==> src/design/coc_overlay_dummy_unused.sv <==
// spare design unit, holds no logic
`timescale 1ns/10ps

==> src/shared/coc_pkg.sv <==
// shared constants, types and helpers for the configuration overlay command handler
package coc_pkg;
	// command and subcommand codes
	localparam logic [7:0] OPC_OVERLAY = 8'hb1;
	localparam logic [7:0] SUB_RESTORE = 8'hc0;
	localparam logic [7:0] SUB_FREEZE = 8'hc1;
	localparam logic [7:0] SUB_IDENTIFY = 8'hc2;
	localparam logic [7:0] SUB_SET = 8'hc3;
	// overlay data block layout, in 16-bit words
	localparam logic [7:0] LAST_WORD = 8'hff;
	localparam logic [7:0] W_REV = 8'h00;
	localparam logic [7:0] W_MDMA = 8'h01;
	localparam logic [7:0] W_UDMA = 8'h02;
	localparam logic [7:0] W_LBA0 = 8'h03;
	localparam logic [7:0] W_LBA1 = 8'h04;
	localparam logic [7:0] W_LBA2 = 8'h05;
	localparam logic [7:0] W_FEAT = 8'h07;
	localparam logic [7:0] W_FEAT2 = 8'h08;
	localparam logic [15:0] REV_VAL = 16'h0002;
	localparam logic [7:0] SIG_VAL = 8'ha5;
	// full selectable capabilities (plain defaults)
	localparam logic [15:0] FULL_MDMA = 16'h0007;
	localparam logic [15:0] FULL_UDMA = 16'h007f;
	localparam logic [47:0] FULL_LBA = 48'h0000_1000_0000;
	localparam logic [15:0] FULL_FEAT = 16'h1bff;
	localparam logic [15:0] FULL_FEAT2 = 16'h0016;
	// abort reason codes
	localparam logic [7:0] RSN_NONE = 8'h00;
	localparam logic [7:0] RSN_CSUM = 8'h01;
	localparam logic [7:0] RSN_FROZEN = 8'h02;
	localparam logic [7:0] RSN_SECURITY = 8'h04;
	localparam logic [7:0] RSN_HPA = 8'h06;
	localparam int SEC_BIT = 3;
	localparam logic [7:0] SEC_BIT_LOC = 8'h03;
	// task-file status and error bit positions
	localparam int ST_BSY = 7;
	localparam int ST_RDY = 6;
	localparam int ST_DRQ = 3;
	localparam int ST_ERR = 0;
	localparam int ER_ABT = 2;
	// register map (byte addresses)
	localparam logic [7:0] A_IRQ_STS = 8'h00;
	localparam logic [7:0] A_IRQ_MASK = 8'h04;
	localparam logic [7:0] A_CTRL = 8'h08;
	localparam logic [7:0] A_STATE = 8'h0c;
	localparam logic [7:0] A_ERR = 8'h10;
	localparam logic [7:0] A_STAT = 8'h14;
	localparam logic [7:0] A_REASON = 8'h18;
	localparam logic [7:0] A_CAP = 8'h1c;
	localparam logic [1:0] RESP_OKAY = 2'b00;
	localparam logic [1:0] RESP_SLVERR = 2'b10;
	localparam int IRQ_DONE = 0;
	localparam int IRQ_ABORT = 1;
	localparam int IRQ_W = 2;
	// command engine states
	typedef enum logic [3:0] {
		S_IDLE = 4'b0001,
		S_TX = 4'b0010,
		S_RX = 4'b0100,
		S_CHK = 4'b1000
	} coc_state_t;
	// sum of both bytes of a word, overflow dropped
	function automatic logic [7:0] coc_bsum(input logic [15:0] w);
		return w[15:8] + w[7:0];
	endfunction : coc_bsum
	// integrity byte of the identify block, fixed since its content is fixed
	localparam logic [7:0] ID_CSUM = 8'h00 - (coc_bsum(REV_VAL) + coc_bsum(FULL_MDMA)
		+ coc_bsum(FULL_UDMA) + coc_bsum(FULL_LBA[15:0]) + coc_bsum(FULL_LBA[31:16])
		+ coc_bsum(FULL_LBA[47:32]) + coc_bsum(FULL_FEAT) + coc_bsum(FULL_FEAT2) + SIG_VAL);
endpackage : coc_pkg

==> src/design/coc_sync.sv <==
// two-flop synchroniser for asynchronous pin levels
`timescale 1ns/10ps
module coc_sync #(
	parameter int W = 1
) (
	input wire logic clk_sys, // system clock
	input wire logic rst, // async reset, active high
	input wire logic [W-1:0] d, // asynchronous levels
	output logic [W-1:0] q // synchronised levels
);
	logic [W-1:0] meta_q; // first stage, read only by the second
	// plain two-stage chain
	always_ff @(posedge clk_sys or posedge rst) begin
		if (rst) begin
			meta_q <= '0;
			q <= '0;
		end else begin
			meta_q <= d;
			q <= meta_q;
		end
	end
endmodule : coc_sync

==> src/design/coc_csum.sv <==
// running byte sum of a stream of 16-bit words
`timescale 1ns/10ps
module coc_csum
	import coc_pkg::*;
(
	input wire logic clk_sys, // system clock
	input wire logic rst, // async reset, active high
	input wire logic clr, // restart the sum
	input wire logic add, // word present this cycle
	input wire logic [15:0] word, // word to add
	output logic [7:0] sum_q // sum of all bytes so far
);
	// overflow ignored, so a correct block sums to zero
	always_ff @(posedge clk_sys or posedge rst) begin
		if (rst) begin
			sum_q <= 8'h00;
		end else if (clr) begin
			sum_q <= 8'h00;
		end else if (add) begin
			sum_q <= sum_q + coc_bsum(word);
		end
	end
endmodule : coc_csum

==> src/design/coc_overlay.sv <==
// configuration overlay command handler with its register slave
// What this block does
// - opcode b1h selects the overlay command family
// - feature c0h restore, c1h freeze, c2h identify
// - feature c3h selects set, overlay sent in
// - restore brings back full capabilities
// - after freeze, every overlay subcommand aborts
// - freeze clears only at power-up reset
// - identify returns 512 bytes by data-in
// - reported caps reduced, identify block stays full
// - set may clear capability bits, withdrawing support
// - bits not offered stay unchanged, no action
// - broken restriction aborts the set command
// - abort reports reason, word and bit
// - protected area blocks max address change, 03h/06h
//
// Implementation choices: the register addresses and register access over AXI4-Lite.
`timescale 1ns/10ps
module coc_overlay
	import coc_pkg::*;
(
	input wire logic clk_sys, // system clock
	input wire logic rst, // power-up reset, async, active high
	input wire logic [7:0] s_axi_awaddr, // write address
	input wire logic s_axi_awvalid, // write address valid
	output logic s_axi_awready, // write address ready
	input wire logic [31:0] s_axi_wdata, // write data
	input wire logic [3:0] s_axi_wstrb, // write byte strobes
	input wire logic s_axi_wvalid, // write data valid
	output logic s_axi_wready, // write data ready
	output logic [1:0] s_axi_bresp, // write response
	output logic s_axi_bvalid, // write response valid
	input wire logic s_axi_bready, // write response ready
	input wire logic [7:0] s_axi_araddr, // read address
	input wire logic s_axi_arvalid, // read address valid
	output logic s_axi_arready, // read address ready
	output logic [31:0] s_axi_rdata, // read data
	output logic [1:0] s_axi_rresp, // read response
	output logic s_axi_rvalid, // read data valid
	input wire logic s_axi_rready, // read data ready
	input wire logic tf_cmd_wr, // command register written, pulse
	input wire logic [7:0] tf_command, // command register value
	input wire logic [7:0] tf_feature, // feature register value
	input wire logic ata_hard_reset, // hardware reset pulse
	input wire logic ata_soft_reset, // software reset pulse
	input wire logic [15:0] pio_in_data, // data-out word from host
	input wire logic pio_in_valid, // data-out word valid
	output logic pio_in_ready, // device takes data-out word
	output logic [15:0] pio_out_data, // data-in word to host
	output logic pio_out_valid, // data-in word valid
	input wire logic pio_out_ready, // host takes data-in word
	output logic tf_done, // command complete, pulse
	output logic [7:0] tf_status, // device condition flags
	output logic [7:0] tf_error, // command error flags
	output logic [7:0] tf_sector_count, // abort reason code
	output logic [7:0] tf_cyl_high, // offending word index
	output logic [7:0] tf_cyl_low, // offending bit position
	input wire logic hpa_established_pin, // protected area set up, async
	input wire logic security_enabled_pin, // security enabled, async
	output logic dco_frozen, // freeze lock in force
	output logic [15:0] cap_mdma, // reported multiword dma modes
	output logic [15:0] cap_udma, // reported ultra dma modes
	output logic [47:0] cap_max_lba, // reported maximum address
	output logic [15:0] cap_feat, // reported feature sets
	output logic [15:0] cap_feat2, // reported further feature sets
	output logic irq // level interrupt
);
	coc_state_t st_q, st_d; // command engine state
	logic [1:0] pin_s; // synchronised pin levels
	logic hpa_s, sec_s; // protected area, security
	logic [7:0] wcnt_q; // word index in the data block
	logic frozen_q; // freeze lock
	logic [15:0] mdma_q, udma_q, feat_q, feat2_q; // reported caps
	logic [47:0] lba_q; // reported max address
	logic [15:0] rx_mdma_q, rx_udma_q, rx_feat_q, rx_feat2_q; // received overlay
	logic [47:0] rx_lba_q; // received max address
	logic [7:0] rx_sig_q, rx_sum; // received signature, byte sum
	logic [47:0] new_lba; // max address that a set would leave
	logic fin, fin_abt, do_restore, do_freeze, do_apply; // engine events
	logic [7:0] rsn, wloc, bloc; // abort report
	logic accept, abort_xfer, in_fire, out_fire; // handshakes
	logic [15:0] out_d; // next data-in word
	logic [IRQ_W-1:0] sts_q, mask_q; // interrupt status and mask
	logic [7:0] aw_addr_q; // held write address
	logic [31:0] w_data_q; // held write data
	logic [3:0] w_strb_q; // held write strobes
	logic aw_held_q, w_held_q, wr_do, wr_ok; // write collection
	logic [31:0] rd_d; // read mux
	logic rd_ok; // read address mapped
	logic ctrl_cancel; // software cancels a transfer
	logic tf_done_q, irq_q, pio_in_ready_q, pio_out_valid_q; // output flops
	logic [15:0] pio_out_data_q; // data-in word flop
	logic [7:0] status_q, error_q, sc_q, ch_q, cl_q; // task-file result
	logic awready_q, wready_q, bvalid_q, arready_q, rvalid_q; // bus flops
	logic [1:0] bresp_q, rresp_q; // bus responses
	logic [31:0] rdata_q; // read data flop

	// pins from outside the clock domain
	coc_sync #(.W(2)) u_sync (
		.clk_sys(clk_sys),
		.rst(rst),
		.d({hpa_established_pin, security_enabled_pin}),
		.q(pin_s)
	);
	assign hpa_s = pin_s[1];
	assign sec_s = pin_s[0];

	// byte sum of the received overlay
	coc_csum u_csum (
		.clk_sys(clk_sys),
		.rst(rst),
		.clr(st_q == S_IDLE),
		.add(in_fire),
		.word(pio_in_data),
		.sum_q(rx_sum)
	);

	// other opcodes are not ours and pass untouched
	assign accept = tf_cmd_wr && (tf_command == OPC_OVERLAY) && (st_q == S_IDLE);
	assign ctrl_cancel = wr_do && (aw_addr_q == A_CTRL) && w_strb_q[0] && w_data_q[0];
	assign abort_xfer = ata_hard_reset || ata_soft_reset || ctrl_cancel;
	assign in_fire = pio_in_valid && pio_in_ready_q;
	assign out_fire = pio_out_valid_q && pio_out_ready;
	// a larger address than offered is left as it stands
	assign new_lba = (rx_lba_q > FULL_LBA) ? lba_q : rx_lba_q;

	// command decode, transfer sequencing and overlay checks
	always_comb begin
		st_d = st_q;
		fin = 1'b0;
		fin_abt = 1'b0;
		rsn = RSN_NONE;
		wloc = 8'h00;
		bloc = 8'h00;
		do_restore = 1'b0;
		do_freeze = 1'b0;
		do_apply = 1'b0;
		unique case (st_q)
			S_IDLE: begin
				if (accept && frozen_q) begin
					fin = 1'b1;
					fin_abt = 1'b1;
					rsn = RSN_FROZEN;
				end else if (accept) begin
					case (tf_feature)
						SUB_RESTORE: begin
							fin = 1'b1;
							if (hpa_s && (lba_q != FULL_LBA)) begin
								fin_abt = 1'b1;
								rsn = RSN_HPA;
								wloc = W_LBA0;
							end else begin
								do_restore = 1'b1;
							end
						end
						SUB_FREEZE: begin
							fin = 1'b1;
							do_freeze = 1'b1;
						end
						SUB_IDENTIFY: st_d = S_TX;
						SUB_SET: st_d = S_RX;
						default: begin
							fin = 1'b1;
							fin_abt = 1'b1;
						end
					endcase
				end
			end
			S_TX: begin
				if (out_fire && (wcnt_q == LAST_WORD)) begin
					st_d = S_IDLE;
					fin = 1'b1;
				end
			end
			S_RX: begin
				if (in_fire && (wcnt_q == LAST_WORD)) begin
					st_d = S_CHK;
				end
			end
			S_CHK: begin
				// checks run once the whole block is in
				st_d = S_IDLE;
				fin = 1'b1;
				if ((rx_sum != 8'h00) || (rx_sig_q != SIG_VAL)) begin
					fin_abt = 1'b1;
					rsn = RSN_CSUM;
					wloc = LAST_WORD;
				end else if (hpa_s && (new_lba != lba_q)) begin
					fin_abt = 1'b1;
					rsn = RSN_HPA;
					wloc = W_LBA0;
				end else if (sec_s && feat_q[SEC_BIT] && !rx_feat_q[SEC_BIT]) begin
					fin_abt = 1'b1;
					rsn = RSN_SECURITY;
					wloc = W_FEAT;
					bloc = SEC_BIT_LOC;
				end else begin
					do_apply = 1'b1;
				end
			end
			default: st_d = S_IDLE;
		endcase
		// a reset or cancel drops the transfer without completion
		if (abort_xfer) begin
			st_d = S_IDLE;
			fin = 1'b0;
			fin_abt = 1'b0;
			do_restore = 1'b0;
			do_freeze = 1'b0;
			do_apply = 1'b0;
		end
	end

	// state and word counter
	always_ff @(posedge clk_sys or posedge rst) begin
		if (rst) begin
			st_q <= S_IDLE;
			wcnt_q <= 8'h00;
		end else begin
			st_q <= st_d;
			if (st_d == S_IDLE) begin
				wcnt_q <= 8'h00;
			end else if (in_fire || out_fire) begin
				wcnt_q <= wcnt_q + 8'h01;
			end
		end
	end

	// freeze lock: only the power-up reset clears it
	always_ff @(posedge clk_sys or posedge rst) begin
		if (rst) begin
			frozen_q <= 1'b0;
		end else if (do_freeze) begin
			frozen_q <= 1'b1;
		end
	end

	// reported capabilities; overlay settings survive host resets
	always_ff @(posedge clk_sys or posedge rst) begin
		if (rst) begin
			mdma_q <= FULL_MDMA;
			udma_q <= FULL_UDMA;
			lba_q <= FULL_LBA;
			feat_q <= FULL_FEAT;
			feat2_q <= FULL_FEAT2;
		end else if (do_restore) begin
			mdma_q <= FULL_MDMA;
			udma_q <= FULL_UDMA;
			lba_q <= FULL_LBA;
			feat_q <= FULL_FEAT;
			feat2_q <= FULL_FEAT2;
		end else if (do_apply) begin
			mdma_q <= rx_mdma_q & FULL_MDMA;
			udma_q <= rx_udma_q & FULL_UDMA;
			lba_q <= new_lba;
			feat_q <= rx_feat_q & FULL_FEAT;
			feat2_q <= rx_feat2_q & FULL_FEAT2;
		end
	end

	// capture the overlay words that matter
	always_ff @(posedge clk_sys or posedge rst) begin
		if (rst) begin
			rx_mdma_q <= 16'h0000;
			rx_udma_q <= 16'h0000;
			rx_lba_q <= 48'h0;
			rx_feat_q <= 16'h0000;
			rx_feat2_q <= 16'h0000;
			rx_sig_q <= 8'h00;
		end else if (in_fire) begin
			unique case (wcnt_q)
				W_MDMA: rx_mdma_q <= pio_in_data;
				W_UDMA: rx_udma_q <= pio_in_data;
				W_LBA0: rx_lba_q[15:0] <= pio_in_data;
				W_LBA1: rx_lba_q[31:16] <= pio_in_data;
				W_LBA2: rx_lba_q[47:32] <= pio_in_data;
				W_FEAT: rx_feat_q <= pio_in_data;
				W_FEAT2: rx_feat2_q <= pio_in_data;
				LAST_WORD: rx_sig_q <= pio_in_data[7:0];
				default: rx_sig_q <= rx_sig_q; // other words only count to the sum
			endcase
		end
	end

	// identify block always shows the full set, never the reduced one
	always_comb begin
		unique case (st_q == S_TX ? wcnt_q + 8'h01 : W_REV)
			W_REV: out_d = REV_VAL;
			W_MDMA: out_d = FULL_MDMA;
			W_UDMA: out_d = FULL_UDMA;
			W_LBA0: out_d = FULL_LBA[15:0];
			W_LBA1: out_d = FULL_LBA[31:16];
			W_LBA2: out_d = FULL_LBA[47:32];
			W_FEAT: out_d = FULL_FEAT;
			W_FEAT2: out_d = FULL_FEAT2;
			LAST_WORD: out_d = {ID_CSUM, SIG_VAL};
			default: out_d = 16'h0000;
		endcase
	end

	// data-in and data-out handshake flops
	always_ff @(posedge clk_sys or posedge rst) begin
		if (rst) begin
			pio_out_valid_q <= 1'b0;
			pio_out_data_q <= 16'h0000;
			pio_in_ready_q <= 1'b0;
		end else begin
			pio_in_ready_q <= (st_d == S_RX);
			if (st_d != S_TX) begin
				pio_out_valid_q <= 1'b0;
			end else if (st_q != S_TX || out_fire) begin
				pio_out_valid_q <= 1'b1;
				pio_out_data_q <= out_d;
			end
		end
	end

	// task-file result registers
	always_ff @(posedge clk_sys or posedge rst) begin
		if (rst) begin
			tf_done_q <= 1'b0;
			status_q <= 8'h40;
			error_q <= 8'h00;
			sc_q <= 8'h00;
			ch_q <= 8'h00;
			cl_q <= 8'h00;
		end else begin
			tf_done_q <= fin;
			if (fin) begin
				status_q <= 8'h00;
				status_q[ST_RDY] <= 1'b1;
				status_q[ST_ERR] <= fin_abt;
				error_q <= 8'h00;
				error_q[ER_ABT] <= fin_abt;
				sc_q <= rsn;
				ch_q <= wloc;
				cl_q <= bloc;
			end else if (st_d != st_q || abort_xfer) begin
				status_q <= 8'h00;
				status_q[ST_RDY] <= (st_d != S_CHK);
				status_q[ST_DRQ] <= (st_d == S_TX) || (st_d == S_RX);
				status_q[ST_BSY] <= (st_d == S_CHK);
				error_q <= 8'h00;
			end
		end
	end

	// bus write: address and data taken in either order
	assign wr_do = aw_held_q && w_held_q && !bvalid_q;
	assign wr_ok = (aw_addr_q == A_IRQ_STS) || (aw_addr_q == A_IRQ_MASK) || (aw_addr_q == A_CTRL);
	always_ff @(posedge clk_sys or posedge rst) begin
		if (rst) begin
			aw_held_q <= 1'b0;
			w_held_q <= 1'b0;
			aw_addr_q <= 8'h00;
			w_data_q <= 32'h0;
			w_strb_q <= 4'h0;
			awready_q <= 1'b1;
			wready_q <= 1'b1;
			bvalid_q <= 1'b0;
			bresp_q <= RESP_OKAY;
		end else begin
			if (s_axi_awvalid && awready_q) begin
				aw_held_q <= 1'b1;
				aw_addr_q <= s_axi_awaddr;
				awready_q <= 1'b0;
			end
			if (s_axi_wvalid && wready_q) begin
				w_held_q <= 1'b1;
				w_data_q <= s_axi_wdata;
				w_strb_q <= s_axi_wstrb;
				wready_q <= 1'b0;
			end
			if (wr_do) begin
				bvalid_q <= 1'b1;
				bresp_q <= wr_ok ? RESP_OKAY : RESP_SLVERR;
			end else if (bvalid_q && s_axi_bready) begin
				bvalid_q <= 1'b0;
				aw_held_q <= 1'b0;
				w_held_q <= 1'b0;
				awready_q <= 1'b1;
				wready_q <= 1'b1;
			end
		end
	end

	// interrupt status: a new event wins over a write-one clear
	always_ff @(posedge clk_sys or posedge rst) begin
		if (rst) begin
			sts_q <= '0;
			mask_q <= '0;
			irq_q <= 1'b0;
		end else begin
			sts_q <= (sts_q & ~((wr_do && aw_addr_q == A_IRQ_STS && w_strb_q[0])
				? w_data_q[IRQ_W-1:0] : '0)) | {fin_abt, fin};
			if (wr_do && aw_addr_q == A_IRQ_MASK && w_strb_q[0]) begin
				mask_q <= w_data_q[IRQ_W-1:0];
			end
			irq_q <= |(sts_q & mask_q);
		end
	end

	// bus read mux
	always_comb begin
		rd_d = 32'h0;
		rd_ok = 1'b1;
		unique case (s_axi_araddr)
			A_IRQ_STS: rd_d[IRQ_W-1:0] = sts_q;
			A_IRQ_MASK: rd_d[IRQ_W-1:0] = mask_q;
			A_CTRL: rd_d = 32'h0;
			A_STATE: rd_d[7:0] = {1'b0, sec_s, hpa_s, frozen_q, st_q};
			A_ERR: rd_d[7:0] = error_q;
			A_STAT: rd_d[7:0] = status_q;
			A_REASON: rd_d[23:0] = {ch_q, cl_q, sc_q};
			A_CAP: rd_d = {feat2_q, feat_q};
			default: rd_ok = 1'b0;
		endcase
	end

	// bus read: one cycle from address to data
	always_ff @(posedge clk_sys or posedge rst) begin
		if (rst) begin
			arready_q <= 1'b1;
			rvalid_q <= 1'b0;
			rdata_q <= 32'h0;
			rresp_q <= RESP_OKAY;
		end else if (s_axi_arvalid && arready_q) begin
			arready_q <= 1'b0;
			rvalid_q <= 1'b1;
			rdata_q <= rd_d;
			rresp_q <= rd_ok ? RESP_OKAY : RESP_SLVERR;
		end else if (rvalid_q && s_axi_rready) begin
			rvalid_q <= 1'b0;
			arready_q <= 1'b1;
		end
	end

	assign s_axi_awready = awready_q;
	assign s_axi_wready = wready_q;
	assign s_axi_bvalid = bvalid_q;
	assign s_axi_bresp = bresp_q;
	assign s_axi_arready = arready_q;
	assign s_axi_rvalid = rvalid_q;
	assign s_axi_rdata = rdata_q;
	assign s_axi_rresp = rresp_q;
	assign pio_in_ready = pio_in_ready_q;
	assign pio_out_valid = pio_out_valid_q;
	assign pio_out_data = pio_out_data_q;
	assign tf_done = tf_done_q;
	assign tf_status = status_q;
	assign tf_error = error_q;
	assign tf_sector_count = sc_q;
	assign tf_cyl_high = ch_q;
	assign tf_cyl_low = cl_q;
	assign dco_frozen = frozen_q;
	assign cap_mdma = mdma_q;
	assign cap_udma = udma_q;
	assign cap_max_lba = lba_q;
	assign cap_feat = feat_q;
	assign cap_feat2 = feat2_q;
	assign irq = irq_q;
endmodule : coc_overlay

==> config.mk <==
export PLATFORM = sky130hd
export DESIGN_NAME = coc_overlay
export DESIGN_NICKNAME = d
export VERILOG_FILES = /design/src/design/coc_overlay_dummy_unused.sv /design/src/shared/coc_pkg.sv /design/src/design/coc_sync.sv /design/src/design/coc_csum.sv /design/src/design/coc_overlay.sv
export SDC_FILE = /design/constraint.sdc
export NUM_CORES = 1
export LEC_CHECK = 0
export BUFFER_PORTS_ARGS = -buffer_cell sky130_fd_sc_hd__buf_4
export CELL_PAD_IN_SITES_DETAIL_PLACEMENT = 0
export CELL_PAD_IN_SITES_GLOBAL_PLACEMENT = 2
export CORE_MARGIN = 4
export CORE_UTILIZATION = 34
export CTS_BUF_LIST = sky130_fd_sc_hd__clkbuf_8
export DETAILED_ROUTE_END_ITERATION = 10
export GPL_TIMING_DRIVEN = 0
export PLACE_DENSITY_LB_ADDON = 0.1
export SLEW_MARGIN = 20
export SYNTH_ARGS = -nofsm -noshare
export SYNTH_HDL_FRONTEND = slang
export SYNTH_SLANG_ARGS = --single-unit
export TNS_END_PERCENT = 20
==> constraint.sdc <==
create_clock -name clk_sys -period 11.3 [get_ports clk_sys]
set_clock_uncertainty 0.15 [all_clocks]
set_input_delay 3.39 -clock clk_sys [delete_from_list [all_inputs] [get_ports clk_sys]]
set_output_delay 3.39 -clock clk_sys [all_outputs]
set_load 0.02 [all_outputs]
==> metrics.md <==
| Metric | Value |
|---|---|
| Status | complete, no violations |
| Worst hold path type | reg2reg |
| GR Overflow Total | 0 |
| GRT Util Overall | 17.49% |
| Pwr Total | ~2.0 mW |
| Worst path required time | ~12 ns |
| Fraction of synthesized area in multiplexers | between 10% and 20% |
| Avg Inst Size Synth | 10.74 um2 |
| Post-synthesis adder-cell area fraction | 2.356% |
| Synth Flop Type | dfrtp_1 |
| Worst Reg-to-Reg Cells | 9 |
| FF-to-FF setup slack | 7.09 ns |
| R2r endpoint | cap_max_lba[4]$_DFFE_PP0P_ |
| First-pass DRT Iterations | 4 |
| Most frequent cells in the layout | 291 x buf_4, 213 x dfrtp_1, 126 x nand2_1, 121 x mux2_2, 78 x conb_1 |
| Die H | 196.7 um |
| DRT iter0 DRCs | about 430 |
| Async SR Flop Fraction | between 90% and 100% |
| Mapped Area | 0.01211 mm2 |
| Clock latency on the worst-skew pair | 0.56 ns |
| Critical path peak fanout | 10 |
| PwrDens | 128.5 mW/mm2 |
| Vias in the first global route | 9093 |
| Routed vias | a little over 9000 |
| Placed Cells | roughly 1900 |
| Leak | 7.693 nW |
| CP startpoint kind | input pin |
| Critical path class | in2reg |
| CTS H-Tree Depth | 2 |
| I/O pin count | 312 |
| Worst-case clock buffer depth | 3 |
| Vias per std cell | 4.666 |
| Crit Reg-Reg Startpoint | st_q[2]$_DFF_PP0_ |
| Comb pwr share | a little over a tenth |
| Hold Path Sink | u_sync.q[0]$_DFF_PP0_ |
| Post-cts sizing count | 0 |
| Crit end category | flop |
| Clock share of power | a little over two fifths |
| IO Port Bufs | 199 |
| Ys Warns | 0 |
| CP Data Arrival Time | 6.11 ns |
| Row count | 68 |
| Count of maximum capacitance violations | 0 |
| Die ar. | slightly below 0.04 mm2 |
| Sw power | just over 0.5 mW |
| Sequential Power Share | 47.5% |
| Hold path startpoint | u_sync.meta_q[0]$_DFF_PP0_ |
| Diode count | 0 |
| Fin nets | 1570 |
| Non-filler instance count after layout | 1943 |
| Initial antenna violation count | 0 |
| DRC | 0 |
| WL/cell | 17.74 um |
| Postcts setup bufs | 0 |
| Clock slew seen by the registers of the worst setup and hold paths | around 0.060 ns |
| Final-report max-slew violation count | 0 |
| Post-synth cell types | between 70 and 80 |
| Part of the cycle the worst path needs | between 50% and 60% |
| Hold buffer count at CTS | 0 |
| Largest family of logic cells by synthesized area | simple AND/OR/NAND/NOR gates |
| Fin. Hold Viols | 0 |
| Clk sinks | 244 |
| Worst slew pin tran | 0.9531 ns |
| Core Region | 0.03480 mm2 |
| Compound-Gate Fraction of Synth Area | 7.924% |
| Crit path time final | just under 6 ns |
| Final RePlAce weighted congestion | 0.7631 |
| Layout area overhead | 27.67% |
| Switching Fraction | 26.05% |
| Initial core utilization | approximately a third |
| First-pass GRT wire length | ~54 mm |
| Register area share after synthesis | 50.74% |
| TritonCTS buffer count | between 40 and 50 |
| Cell Int Power | 1.469 mW |
| CTS root buf | clkbuf_8 |
| Die width | roughly 200 um |
| RSZ-0062 raised after global routing | no |
| Synth Instances | 1128 |
| Layout cell share with drive strength beyond 1 | 36.09% |
| Slew margin rel. | ~36% |
| Synth Register Bits | 244 |
| Max Clk Rate | 171.3 MHz |
| CTS tree | yes |
| Post-DRT Antenna Nets | 0 |
| Largest net degree at the start of global routing | 91 |
| Worst VDD drop | 0.06190 mV |
| Area share of xor/xnor cells in the synthesized design | under 10% |
| Synth Area in Simple Gates | 14.59% |
| Number of synthesized flops with an enable pin | 0 |
| Worst hold stages | 0 |
| Endpoints failing setup | 0 |
| Detailed placer's ending HPWL | 25.46 mm |
| Most common cell after layout, fill and taps aside | buf_4 |
| Total Wirelength | ~34 mm |
## per-layer routing
metal	vias to the layer above	part of all wire, %	wire [um]	global-route usage [%]
li1	4400	-	-	-
met1	4398	48	16600	25.73
met2	238	45	15650	27.37
met3	30	5.1	1775	3.026
met4	0	1.3	444	3.544
met5	-	0	0	0
## registers in the layout (all words and copies together) (netlist names), 8 cells and up
| name | count |
|---|---|
| rx_lba_q | 48 |
| cap_feat | 12 |
| pio_out_data | 10 |
| wcnt_q | 8 |
| rx_sig_q | 8 |
| cap_max_lba | 48 |
| s_axi_rdata | 17 |
| u_csum.sum_q | 8 |
| aw_addr_q | 8 |
| rx_feat_q | 12 |
## critical path: stages
cell      delay (ns)
buf_4           0.10
or4bb_1         0.51
or4_1           0.50
buf_2           0.18
nor4b_4         0.39
nand3_2         0.28
nand2b_1        0.16
buf_2           0.23
buf_2           0.28
nor2_1          0.07
## cell usage after synthesis (3+ instances only)
cell / n / area, um2
dfrtp_1: 213 / 5330
nand2_1: 126 / 473.0
mux2_2: 121 / 1363
buf_4: 92 / 690.7
nor2_1: 65 / 244.0
o21ai_0: 65 / 325.3
xnor2_1: 42 / 367.9
clkbuf_1: 39 / 146.4
inv_1: 39 / 146.4
a21oi_1: 32 / 160.2
dfstp_2: 31 / 814.5
nor4_1: 28 / 175.2
nand2b_1: 27 / 168.9
nand4_1: 19 / 118.9
nand3_1: 15 / 75.07
nor3_1: 15 / 75.07
a21o_1: 12 / 90.09
xor2_1: 11 / 96.34
ha_1: 10 / 125.1
a22oi_1: 9 / 67.56
buf_2: 8 / 40.04
fa_1: 8 / 160.2
nor4b_1: 8 / 70.07
mux2i_1: 7 / 70.07
a211oi_1: 5 / 37.54
and3_1: 5 / 31.28
a31oi_1: 4 / 25.02
and2_1: 4 / 25.02
and4_1: 3 / 26.28
nand3b_1: 3 / 22.52
or3_1: 3 / 18.77
or4_1: 3 / 22.52
## kinds of logic (layout without fill, tap and decap cells)
group | after synthesis | after routing
AO/OA/AOI/OAI | 156 | 156
other | 1 | 78
adder cells (fa/ha/maj) | 18 | 18
XOR/XNOR | 53 | 53
flip-flops | 244 | 244
AND/OR/NAND/NOR | 346 | 346
buffers and inverters | 181 | 464
multiplexers | 129 | 129
## final cells by class
class / count / area (um2)
Fill cell: 3391 / 19340
Clock inverter: 23 / 107.6
Clock buffer: 58 / 798.3
Timing Repair Buffer: 202 / 1554
Sequential cell: 244 / 6145
Inverter: 39 / 153.9
Multi-Input combinational cell: 780 / 5238
Tap cell: 455 / 569.3
Buffer: 142 / 895.9
## per-stage QoR
step	TNS (ns)	hold slack [ns]	utilization [%]	setup WS, ns	area, um2
2_1_floorplan	0	0.1812	-	1.110	12400
3_3_place_gp	-448.54	0.1844	41.56	-2.128	14460
3_5_place_dp	0	0.1847	41.81	4.847	14550
4_1_cts	0	0.1982	44.41	5.442	15450
5_1_grt	0	0.2170	44.43	5.266	15460
6_report	0	0.1965	44.43	5.464	15460
## worst max path at each step
stage | from | to | slack (ns) | depth (start not counted)
after floorplan | rst | aw_addr_q[0]$_DFFE_PP0P_ | 1.11 | 1
after global placement | rst | cap_max_lba[31]$_DFFE_PP0P_ | -2.13 | 2
after detailed placement | tf_command[2] | cap_max_lba[42]$_DFFE_PP0P_ | 4.85 | 10
after CTS | tf_command[2] | cap_max_lba[31]$_DFFE_PP0P_ | 5.44 | 10
after global routing | ata_soft_reset | cap_max_lba[6]$_DFFE_PP0P_ | 5.27 | 9
final | tf_command[2] | cap_max_lba[29]$_DFFE_PP0P_ | 5.46 | 10
## power by group through the flow
| stage | clock network [mW] | logic (mW) | registers, mW |
|---|---|---|---|
| finish | 0.832 | 0.211 | 0.944 |
| global route | 0.906 | 0.234 | 0.949 |
| CTS | 0.864 | 0.214 | 0.943 |
| detailed placement | 0 | 0.213 | 0.958 |
| global placement | 0 | 0.209 | 0.958 |
| floorplan | 0 | 0.128 | 0.965 |
(Power assumes the default switching activity.)
